--- src/rtl/legacy_pkg.sv ---
/*
 * shared constants and types of the legacy dma, timer and interrupt block.
 * assumes one core clock; all users refer to names as legacy_pkg::name.
 */
package legacy_pkg;
  // ---------------------------------------------------------------
  // dma
  // ---------------------------------------------------------------
  localparam int          NUM_CH       = 8;
  localparam logic [2:0]  CASCADE_CH   = 3'h4;
  localparam logic [7:0]  USABLE_CH    = 8'hef;
  localparam int          MAX_FAST     = 2;
  localparam int          FIFO_DEPTH   = 4;
  localparam int          FIFO_WIDTH   = 32;
  localparam logic [15:0] STEP_BYTE    = 16'h0001;
  localparam logic [15:0] STEP_WORD    = 16'h0002;
  typedef enum logic [1:0] {
    XFER_SINGLE,
    XFER_DEMAND,
    XFER_VERIFY,
    XFER_INCR
  } xfer_mode_t;
  // ---------------------------------------------------------------
  // timer and interrupts
  // ---------------------------------------------------------------
  localparam int          NUM_TMR      = 3;
  localparam real         OSC_MHZ      = 14.31818;
  localparam logic [15:0] TMR_RESET    = 16'h0000;
  localparam int          NUM_IRQ      = 16;
  localparam logic [15:0] IRQ_INTERNAL = 16'h0005;
  localparam logic [15:0] IRQ_CASC_BIT = 16'h0004;
  localparam logic [3:0]  SER_LAST     = 4'hf;
endpackage

--- src/rtl/fifo_if.sv ---
/*
 * carrier between the block top and its data fifo.
 * assumes both ends share the core clock.
 */
`timescale 1ns/1ps
interface fifo_if #(
  parameter int W = 32
) ();
  logic         wvalid;
  logic         wready;
  logic [W-1:0] wdata;
  logic         rvalid;
  logic         rready;
  logic [W-1:0] rdata;
  modport user (output wvalid, wdata, rready, input wready, rvalid, rdata);
  modport store (input wvalid, wdata, rready, output wready, rvalid, rdata);
endinterface

--- src/rtl/xfer_fifo.sv ---
/*
 * small flip-flop fifo on the dma data path.
 * assumes depth is a power of two; reset is synchronous, active high.
 */
`timescale 1ns/1ps
module xfer_fifo #(
  parameter int W = 32,
  parameter int D = 4
) (
  input  wire logic core_clk_i,
  input  wire logic rst_i,
  fifo_if.store     f
);
  localparam int AW = $clog2(D);
  typedef struct packed {
    logic [D-1:0][W-1:0] mem;
    logic [AW-1:0]       wp;
    logic [AW-1:0]       rp;
    logic [AW:0]         cnt;
  } fifo_st_t;
  fifo_st_t s;
  fifo_st_t next_s;
  logic     push;
  logic     pop;

  assign f.wready = (s.cnt != (AW+1)'(D));
  assign f.rvalid = (s.cnt != '0);
  assign f.rdata  = s.mem[s.rp];
  assign push     = f.wvalid & f.wready;
  assign pop      = f.rvalid & f.rready;

  always_comb begin
    next_s = s;
    if (push) begin
      next_s.mem[s.wp] = f.wdata;
      next_s.wp        = s.wp + 1'b1;
    end
    if (pop) begin
      next_s.rp = s.rp + 1'b1;
    end
    next_s.cnt = s.cnt + (AW+1)'(push) - (AW+1)'(pop);
  end

  always_ff @(posedge core_clk_i) begin
    if (rst_i) begin
      s <= '0;
    end else begin
      s <= next_s;
    end
  end
endmodule

--- src/rtl/legacy_dma_timer_pic_block.sv ---
/*
 * legacy dma controller, interval timers and interrupt controller.
 * assumes configuration arrives on plain ports from core-clock logic;
 * request pins, irq pins, serial irq and the oscillator are asynchronous.
 */
`timescale 1ns/1ps
module legacy_dma_timer_pic_block (
  input  wire logic                   core_clk_i,
  input  wire logic                   rst_i,
  input  wire logic                   cfg_we_i,
  input  wire logic [2:0]             cfg_ch_i,
  input  wire logic                   cfg_en_i,
  input  wire logic                   cfg_fast_i,
  input  wire legacy_pkg::xfer_mode_t cfg_mode_i,
  input  wire logic [15:0]            cfg_count_i,
  input  wire logic [15:0]            cfg_addr_i,
  output logic                        cfg_refused_o,
  input  wire logic [7:0]             ldrq_n_i,
  input  wire logic                   cascade_req_i,
  output logic                        cascade_grant_o,
  input  wire logic [15:0]            lad_data_i,
  input  wire logic                   lad_valid_i,
  output logic                        lad_ready_o,
  output logic                        dma_active_o,
  output logic [2:0]                  dma_ch_o,
  output logic                        dma_wide_o,
  output logic                        dma_fast_o,
  output logic                        tc_o,
  output logic [15:0]                 mem_data_o,
  output logic [15:0]                 mem_addr_o,
  output logic                        mem_valid_o,
  input  wire logic                   mem_ready_i,
  input  wire logic                   osc_i,
  input  wire logic                   tmr_load_i,
  input  wire logic [1:0]             tmr_sel_i,
  input  wire logic [15:0]            tmr_value_i,
  output logic                        tick1_o,
  output logic                        speaker_o,
  input  wire logic [15:0]            irq_i,
  input  wire logic                   serirq_i,
  input  wire logic                   serirq_start_i,
  input  wire logic [15:0]            irq_mask_i,
  input  wire logic                   irq_ack_i,
  output logic                        intr_o,
  output logic [3:0]                  intr_vec_o
);
  // ---------------------------------------------------------------
  // state
  // ---------------------------------------------------------------
  typedef enum logic [1:0] {DMA_IDLE, DMA_XFER, DMA_CASC} dma_st_t;
  typedef struct packed {
    logic [1:0][7:0]             ldrq_s;
    logic [1:0][15:0]            irq_s;
    logic [1:0]                  ser_s;
    logic [1:0]                  start_s;
    logic [1:0]                  osc_s;
    logic                        osc_d;
    logic                        start_d;
    logic [7:0]                  en;
    logic [7:0]                  fast;
    legacy_pkg::xfer_mode_t [7:0] mode;
    logic [7:0][15:0]            count;
    logic [7:0][15:0]            addr;
    dma_st_t                     st;
    logic [2:0]                  ch;
    logic                        tc;
    logic                        refused;
    logic [2:0][15:0]            tcnt;
    logic [2:0][15:0]            treload;
    logic                        speaker;
    logic                        tick1;
    logic [15:0]                 src_d;
    logic [15:0]                 ser_shift;
    logic [15:0]                 ser_lvl;
    logic [15:0]                 pend;
    logic [3:0]                  slot;
    logic                        ser_busy;
  } st_t;
  st_t s;
  st_t next_s;

  fifo_if #(.W(legacy_pkg::FIFO_WIDTH)) f ();

  // lowest set bit; bit 4 flags an empty vector
  function automatic logic [4:0] first16(input logic [15:0] v);
    first16 = 5'h10;
    for (int i = 15; i >= 0; i--) begin
      if (v[i]) begin
        first16 = 5'(i);
      end
    end
  endfunction

  function automatic logic [3:0] ones8(input logic [7:0] v);
    ones8 = 4'h0;
    for (int i = 0; i < 8; i++) begin
      ones8 = ones8 + 4'(v[i]);
    end
  endfunction

  logic [7:0]  req;
  logic [4:0]  pick;
  logic        xfer_ok;
  logic        verify;
  logic        fire;
  logic [15:0] eff;
  logic [4:0]  mfirst;
  logic [4:0]  sfirst;
  logic [3:0]  vec;
  logic        tick;
  logic [2:0]  term;

  assign req     = ~s.ldrq_s[1] & s.en & legacy_pkg::USABLE_CH;
  assign pick    = first16({8'h00, req});
  assign verify  = (s.mode[s.ch] == legacy_pkg::XFER_VERIFY);
  assign xfer_ok = (s.st == DMA_XFER) & req[s.ch];
  assign fire    = xfer_ok & lad_valid_i & (verify | f.wready);

  assign f.wvalid = xfer_ok & lad_valid_i & ~verify;
  // byte channels clear the high byte
  assign f.wdata  = {s.addr[s.ch],
                     s.ch[2] ? lad_data_i : {8'h00, lad_data_i[7:0]}};
  assign f.rready = mem_ready_i;

  assign eff    = s.pend & ~irq_mask_i & ~legacy_pkg::IRQ_CASC_BIT;
  assign sfirst = first16({8'h00, eff[15:8]});
  assign mfirst = first16({8'h00, eff[7:3], |eff[15:8], eff[1:0]});
  assign vec    = (mfirst == 5'h02) ? (4'h8 + sfirst[3:0]) : mfirst[3:0];
  assign tick   = s.osc_s[1] & ~s.osc_d;

  always_comb begin
    logic [15:0] src;
    logic [15:0] shift;
    logic [15:0] clr;
    next_s = s;
    src    = '0;
    shift  = s.ser_shift;
    clr    = '0;
    term   = '0;
    // -------------------------------------------------------------
    // synchronisers
    // -------------------------------------------------------------
    next_s.ldrq_s  = {s.ldrq_s[0], ldrq_n_i};
    next_s.irq_s   = {s.irq_s[0], irq_i};
    next_s.ser_s   = {s.ser_s[0], serirq_i};
    next_s.start_s = {s.start_s[0], serirq_start_i};
    next_s.osc_s   = {s.osc_s[0], osc_i};
    next_s.osc_d   = s.osc_s[1];
    next_s.start_d = s.start_s[1];
    next_s.tc      = 1'b0;
    next_s.refused = 1'b0;
    // -------------------------------------------------------------
    // dma sequencing
    // -------------------------------------------------------------
    case (s.st)
      DMA_IDLE: begin
        // cascade owns the bus when asked
        if (cascade_req_i) begin
          next_s.st = DMA_CASC;
        end else if (!pick[4]) begin
          next_s.ch = pick[2:0];
          next_s.st = DMA_XFER;
        end
      end
      DMA_CASC: begin
        if (!cascade_req_i) begin
          next_s.st = DMA_IDLE;
        end
      end
      DMA_XFER: begin
        if (!xfer_ok) begin
          next_s.st = DMA_IDLE;
        end else if (fire) begin
          // one count per word or byte moved
          next_s.count[s.ch] = s.count[s.ch] - 16'h0001;
          if (s.mode[s.ch] == legacy_pkg::XFER_INCR) begin
            next_s.addr[s.ch] = s.addr[s.ch] + (s.ch[2] ?
              legacy_pkg::STEP_WORD : legacy_pkg::STEP_BYTE);
          end
          if (s.count[s.ch] == 16'h0001) begin
            next_s.tc     = 1'b1;
            next_s.en[s.ch] = 1'b0;
            next_s.st     = DMA_IDLE;
          end else if (s.mode[s.ch] == legacy_pkg::XFER_SINGLE) begin
            next_s.st = DMA_IDLE;
          end
        end
      end
      default: begin
        next_s.st = DMA_IDLE;
      end
    endcase
    if (cfg_we_i) begin
      if (cfg_ch_i == legacy_pkg::CASCADE_CH) begin
        next_s.refused = 1'b1;
      end else if (cfg_fast_i && !s.fast[cfg_ch_i] &&
                   ones8(s.fast) >= 4'(legacy_pkg::MAX_FAST)) begin
        next_s.refused = 1'b1;
      end else begin
        next_s.en[cfg_ch_i]    = cfg_en_i & (cfg_count_i != 16'h0000);
        next_s.fast[cfg_ch_i]  = cfg_fast_i;
        next_s.mode[cfg_ch_i]  = cfg_mode_i;
        next_s.count[cfg_ch_i] = cfg_count_i;
        next_s.addr[cfg_ch_i]  = cfg_addr_i;
      end
    end
    // -------------------------------------------------------------
    // interval counters
    // -------------------------------------------------------------
    // three reload counters
    for (int k = 0; k < legacy_pkg::NUM_TMR; k++) begin
      if (tmr_load_i && tmr_sel_i == 2'(k)) begin
        next_s.treload[k] = tmr_value_i;
        next_s.tcnt[k]    = tmr_value_i;
      end else if (tick) begin
        if (s.tcnt[k] <= 16'h0001) begin
          next_s.tcnt[k] = s.treload[k];
          term[k]        = 1'b1;
        end else begin
          next_s.tcnt[k] = s.tcnt[k] - 16'h0001;
        end
      end
    end
    next_s.tick1 = term[1];
    if (term[2]) begin
      next_s.speaker = ~s.speaker;
    end
    // -------------------------------------------------------------
    // serial interrupt frame
    // -------------------------------------------------------------
    // one slot per cycle after start
    if (s.start_s[1] && !s.start_d) begin
      next_s.ser_busy = 1'b1;
      next_s.slot     = 4'h0;
    end else if (s.ser_busy) begin
      shift[s.slot]    = ~s.ser_s[1];
      next_s.ser_shift = shift;
      next_s.slot      = s.slot + 4'h1;
      if (s.slot == legacy_pkg::SER_LAST) begin
        next_s.ser_busy = 1'b0;
        next_s.ser_lvl  = shift & ~legacy_pkg::IRQ_CASC_BIT;
      end
    end
    // -------------------------------------------------------------
    // interrupt capture, set wins over acknowledge
    // -------------------------------------------------------------
    // timer event from synchronised tick
    src        = s.irq_s[1] & ~legacy_pkg::IRQ_INTERNAL;
    src[0]     = term[0];
    next_s.src_d = src;
    if (irq_ack_i && intr_o) begin
      clr[vec] = 1'b1;
    end
    next_s.pend = (s.pend & ~clr) | (src & ~s.src_d) |
                  (next_s.ser_lvl & ~s.ser_lvl);
  end

  always_ff @(posedge core_clk_i) begin
    if (rst_i) begin
      s <= '0;
    end else begin
      s <= next_s;
    end
  end

  xfer_fifo #(
    .W(legacy_pkg::FIFO_WIDTH),
    .D(legacy_pkg::FIFO_DEPTH)
  ) u_fifo (
    .core_clk_i(core_clk_i),
    .rst_i     (rst_i),
    .f         (f)
  );

  assign lad_ready_o     = fire;
  assign cfg_refused_o   = s.refused;
  assign cascade_grant_o = (s.st == DMA_CASC);
  assign dma_active_o    = (s.st == DMA_XFER);
  assign dma_ch_o        = s.ch;
  assign dma_wide_o      = s.ch[2];
  assign dma_fast_o      = s.fast[s.ch];
  assign tc_o            = s.tc;
  assign mem_valid_o     = f.rvalid;
  assign mem_data_o      = f.rdata[15:0];
  assign mem_addr_o      = f.rdata[31:16];
  assign tick1_o         = s.tick1;
  assign speaker_o       = s.speaker;
  assign intr_o          = (eff != 16'h0000);
  assign intr_vec_o      = vec;
endmodule

--- config.mk ---
export PLATFORM = sky130hd
export DESIGN_NAME = legacy_dma_timer_pic_block
export DESIGN_NICKNAME = d
export VERILOG_FILES = /design/src/rtl/legacy_pkg.sv /design/src/rtl/fifo_if.sv /design/src/rtl/xfer_fifo.sv /design/src/rtl/legacy_dma_timer_pic_block.sv
export SDC_FILE = /design/constraint.sdc
export NUM_CORES = 2
export LEC_CHECK = 0
export ABC_CLOCK_PERIOD_IN_PS = 7900
export BUFFER_PORTS_ARGS = -buffer_cell sky130_fd_sc_hd__buf_2
export CORE_ASPECT_RATIO = 0.6
export CORE_UTILIZATION = 40
export CTS_CLUSTER_SIZE = 12
export DETAILED_ROUTE_END_ITERATION = 6
export GPL_TIMING_DRIVEN = 0
export PLACE_DENSITY = 0.53
export SETUP_SLACK_MARGIN = 0.1
export SYNTH_ARGS = -nofsm -noshare
export SYNTH_HDL_FRONTEND = slang
export SYNTH_HIERARCHICAL = 1
export SYNTH_SLANG_ARGS = --single-unit
--- constraint.sdc ---
create_clock -name core_clk_i -period 7.9 [get_ports core_clk_i]
set_clock_uncertainty 0.2 [all_clocks]
set_input_delay 0.395 -clock core_clk_i [delete_from_list [all_inputs] [get_ports core_clk_i]]
set_output_delay 0.395 -clock core_clk_i [all_outputs]
set_load 0.1 [all_outputs]
## After elaboration in Yosys (flattened, before gate mapping)

Index checks and enable logic that the tools add are counted.

- Logic and storage cells: 287
- RAM bits: 0
- Bits in read-only memories: 0
- Register bits after elaboration: 653
- Memories: 0
- Latch bits: 0

- Multipliers: 0
- Multiplexer cells: 109
- Magnitude comparators: 15
- Add/sub/neg operators: 18
- Reduce and logical (&&, ||, !) cells: 32
- Eq/ne operators: 15
- Shifts and indexed selects: 0
- Bitwise logic cells: 37
- Divide/modulo/power cells: 0

Operator list:

| cell | count |
|---|---|
| $mux W288 | 3 |
| $bwmux W128 | 5 |
| $mux W256 | 2 |
| $mux W16 | 18 |
| $mux W258 | 1 |
| $mux W128 | 1 |
| $bmux W16 S3 | 2 |
| $demux W16 S3 | 2 |
| $mux W5 | 16 |
| $and A16 B16 Y16 | 4 |
| $bmux W32 S2 | 1 |
| $demux W32 S2 | 1 |
| $mux W32 | 2 |
| $not A16 Y16 | 4 |
| $sub A16 B1 Y16 const B | 4 |
| $le A16 B1 Y1 const B | 3 |
| $bwmux W16 | 2 |
| $mux W4 | 8 |
| $mux W8 | 4 |
| $or A16 B16 Y16 | 2 |
| $reduce_bool A16 Y1 | 2 |
| $mux W1 | 20 |
| $add A16 B2 Y16 | 1 |
| $add A4 B1 Y4 | 4 |
| 50 further kinds | 114 |

## Longest topological paths before layout

- Depth in word-level cells: 21
- Depth in mapped cells: 19
- Depth with buffers taken out: 15

## Cells and area by module

The synthesis kept the hierarchy.

Modules (own cells, without submodules):

| module | seq. area each (µm²) | instances | area each (µm²) | cells each |
|---|---|---|---|---|
| legacy_dma_timer_pic_block | 10129.7 | 1 | 24593.6 | 3070 |
| xfer_fifo | 2702.6 | 1 | 6261.0 | 533 |

## Worst setup path after synthesis

Ideal clock, no wire load.

- Path kind: reg-to-reg
- From: register s, in the netlist dma_ch_o[2]
- To: register, netlist name s[188]
- Setup time: 86 ps
- Arrival time: 4743 ps
- Cell stages (with the launch flop): 19
- Data required time: 7614 ps
- Slack: 2871 ps
- Clock period less this slack: 5029 ps
- Cells stage by stage: dfxtp_1 buf_6 buf_2 buf_4 buf_2 buf_1 buf_1 mux4_2 and2_1 a221o_1 ha_1 inv_1 fa_1 nor2_1 nand3_1 nor3_1 xor2_1 nand2_1 a211oi_1

RTL lines:

| what | RTL line | source |
|---|---|---|
| from (decl) | legacy_dma_timer_pic_block.sv:79 | `st_t s;` |
| from (signal assigned) | legacy_dma_timer_pic_block.sv:262 | `s <= next_s;` |

==> results.md <==
- Most common cell after layout, fill and taps aside: dfxtp_1
- DR iter-0 viols: between 4k and 5k
- Synth cell types: 90
- Synth warn: 6
- Row cnt: roughly 80
- Cell Chain, Critical Path: buf_6 > buf_2 > buf_4 > buf_2 > buf_1 > buf_1 > mux2i_1 > nor2_1 > a21oi_1 > o221a_2 > inv_1 > ha_1 > a21oi_1 > nor2_1 > nand3_1 > o21ai_0 > a21oi_1 > nand3_1 > o21ai_0
- Vias: slightly below 30k
- Final min period: roughly 7.4 ns
- Post-CTS Resized: 0
- Reg2Reg Depth: 19
- Setup CP Type: register to register
- Worst-path clk slew: approximately 0.060 ns
- Via density per instance: ~5.9
- Clock Latency Late Sink: around 0.66 ns
- # setup viols final: 0
- First-pass GRT wire length: around 190 mm
- Status: complete, no violations
- Max Cap Viol: 0
- TNS Setup: 0 ns
- Max_slew headroom: a little under a tenth
- FF-to-FF setup slack: between 0.4 and 0.5 ns
- Clk sinks: ~640
- Die Span Y: about 220 um
- Vias in the first global route: about 27k
- Worst vdd ir: about 0.18 mV
- Asr flop ratio synth: 0%
- Critical Path AT: between 7 and 8 ns
- CP max stage delay: between 0.7 and 0.8 ns
- Max Root-Sink Buffers: 3
- Cts hold-fix bufs: 87
- Initial antenna violation count: 6
- Share of layout cells above drive strength 1: 11.1%
- Post-route design area: roughly 36000 sq um
- Power Density: about 220 nW/um^2
- Seq cells post-synth: about 640
- WP depth: 19
- CP Capture Type: register
- DR WL/cell: 26.4 um
- CP Buf/Inv Count: 7
- Final WL: 131 mm
- Most frequent cells in the layout: dfxtp_1 (641), nand2_1 (499), nor2_1 (383)
- Area of the core: 75900 sq um
- Die Width: approximately 360 um
- CP max stage cell: buf_1
- I/O Pins: 174
- Worst Hold Class: input port to register
- Final Max Slew Viols: 0
- Worst Setup EP: s[297]$_SDFF_PP0_
- CP required: roughly 8.3 ns
- Top_reg_cell synth: dfxtp_1
- GRT met1 Usage: between 40% and 50%
- Die area: 78300 sq um
- Unrepaired setup endpoints after global routing: false
- Top Family by Delay on Critical Path: buffers and inverters
- Initial Util: ~40%
- Total track usage: around a third
- Fin. Hold Viols: 0
- Post-synth EDFFs: 0
- CP Launch Type: register
- Most Frequent Cell on Critical Path: a21oi_1
- Final Cycle Share: a little over nine tenths
- Post-Syn Nets: approximately 3.8k
- Gpl congestion: 1.02
- Seq/Total Area, Yosys: ~42%
- Mapped Cells: 3603
- Fill count: 7453
- Synth Cell Area: between 30000 and 40000 sq um
- Global route hottest layer: met1
- Inserted Clock Buffers: about 70
- Met2 Track Usage GR: a little over two fifths
- ANT nets after route: 0
- Setup crit start: dma_ch_o[2]$_SDFFE_PP0P_
- 1st-pass router iterations: 6
- H-tree levels: 3
- Placed wire-length estimate: a little over 90 mm
- Largest net degree at the start of global routing: 13
- Met3 Track Usage GR: about 11%
- FF-to-FF Start: dma_ch_o[2]$_SDFFE_PP0P_
- # DRC: 0
- CTS Root Cell: clkbuf_16
- Area post-placement: ~33000 sq um
- Synth Area per Inst: between 8 and 9 sq um
- Final #Nets: 4067
- Grt ovf: 0
- RR Endpoint: s[297]$_SDFF_PP0_
- Synth-to-Final Area Change: 16.4%
- Max Fanout on Critical Path: 10
- Worst-margin pin slew: ~1.4 ns
- Design Power: about 7.9 mW
- CTS tree: yes
- Fmax: 135 MHz
- LEAKAGE: ~14 nW
- Post-CTS Setup Bufs: 0
- Port-buffer cells: 150
[layer usage]
layer / part of all wire [%] / vias to the layer above
met5: 0.027 / -
met4: 2.2 / 6
li1: - / 13260
met3: 13 / 195
met1: 47 / 14117
met2: 38 / 1740
[cell usage after synthesis (10+ instances only)]
cell        n  share of area (%)
a21oi_1   359                5.8
inv_1      72               0.88
nand3_1    66                1.1
mux2i_1   180                5.8
nand2_1   499                6.1
o21ai_0    76                1.2
a311oi_1   67                1.9
nor4_1     10               0.20
mux4_2     66                4.8
o22ai_1    23               0.47
xnor2_1    22               0.62
nor2b_1   124                2.5
nor3_1     66                1.1
and2_1     18               0.36
nand4_1    14               0.28
a211oi_1  130                3.2
buf_1      12               0.15
mux2_2     21               0.77
buf_2      16               0.26
clkbuf_1  213                2.6
o221ai_1   26               0.74
and3_1     27               0.55
dfxtp_1   641                 42
a22oi_1    11               0.27
nand2b_1  183                3.7
nor2_1    383                4.7
buf_4      24               0.58
xor2_1     17               0.48
a221oi_1   25               0.71
o211ai_1   26               0.63
ha_1       23               0.93
buf_6      11               0.40
[worst min-delay path: cells and delay by family]
| family | cells | cell delay (ns) |
|---|---|---|
| muxes | 1 | 0.14 |
| buffers and inverters | 1 | 0.07 |
| and+or+nand+nor | 2 | 0.22 |
[sequential cells by signal, indices dropped and copies added, names as in the netlist]
name,count
tick1_o,1
tc_o,1
cfg_refused_o,1
next_s,40
speaker_o,1
u_fifo/s,135
s,459
dma_ch_o,3
[logic make-up (layout without fill, tap and decap cells)]
group	after synthesis	in the layout	synth area share, %
and+or+nand+nor	1459	1459	22.6
AOI/OAI and AO/OA	806	806	16.6
DFF	641	641	41.6
buffers and inverters	361	716	5.28
muxes	268	268	11.5
xor gates and xnor gates	39	39	1.11
adders and majority gates	29	29	1.32
other	0	3	0
[stage by stage]
stage / utilization (%) / hold slack, ns / setup WS [ns] / instances
after floorplan: - / 0.214 / 2.87 / 3603
after global placement: 43.3 / 0.218 / 0.856 / 4753
after detailed placement: 43.3 / 0.220 / 0.875 / 4755
after CTS: 47.3 / 0.00483 / 0.839 / 4957
after global routing: 47.3 / 0.0681 / 0.413 / 4959
final: 47.3 / 0.0390 / 0.475 / 4961
[where the power goes]
group,internal [mW],total (mW),switching [mW]
Clock,1.82,3.25,1.43
Combinational,0.401,1.26,0.862
Sequential,3.33,3.40,0.0717
Total,5.55,7.92,2.36
[area by class of cell]
type                            count  area, sq um  share of cell area, %
Antenna cell                        3         7.51                 0.0209
Buffer                            286         1350                   3.75
Clock buffer                      107         2090                   5.83
Clock inverter                      8         71.3                  0.199
Inverter                           75          282                  0.784
Multi-Input combinational cell   2601        16400                   45.6
Sequential cell                   641        12800                   35.7
Tap cell                         1000         1250                   3.48
Timing Repair Buffer              240         1650                   4.58
[worst min path at each step]
stage / startpoint / end / slack, ns / depth (start not counted)
after detailed placement: next_s[489]$_SDFF_PP0_ / next_s[56]$_SDFF_PP0_ / 0.22 / 1
after CTS: lad_data_i[12] / u_fifo/s[115]$_SDFFE_PP0P_ / 0.005 / 4
after global routing: cfg_count_i[15] / s[365]$_SDFF_PP0_ / 0.07 / 3
final: lad_data_i[12] / u_fifo/s[115]$_SDFFE_PP0P_ / 0.04 / 4
after floorplan: next_s[467]$_SDFF_PP0_ / next_s[462]$_SDFF_PP0_ / 0.21 / 1
after global placement: next_s[501]$_SDFF_PP0_ / next_s[68]$_SDFF_PP0_ / 0.22 / 1
Note: power is estimated with default switching activity, not from simulation.
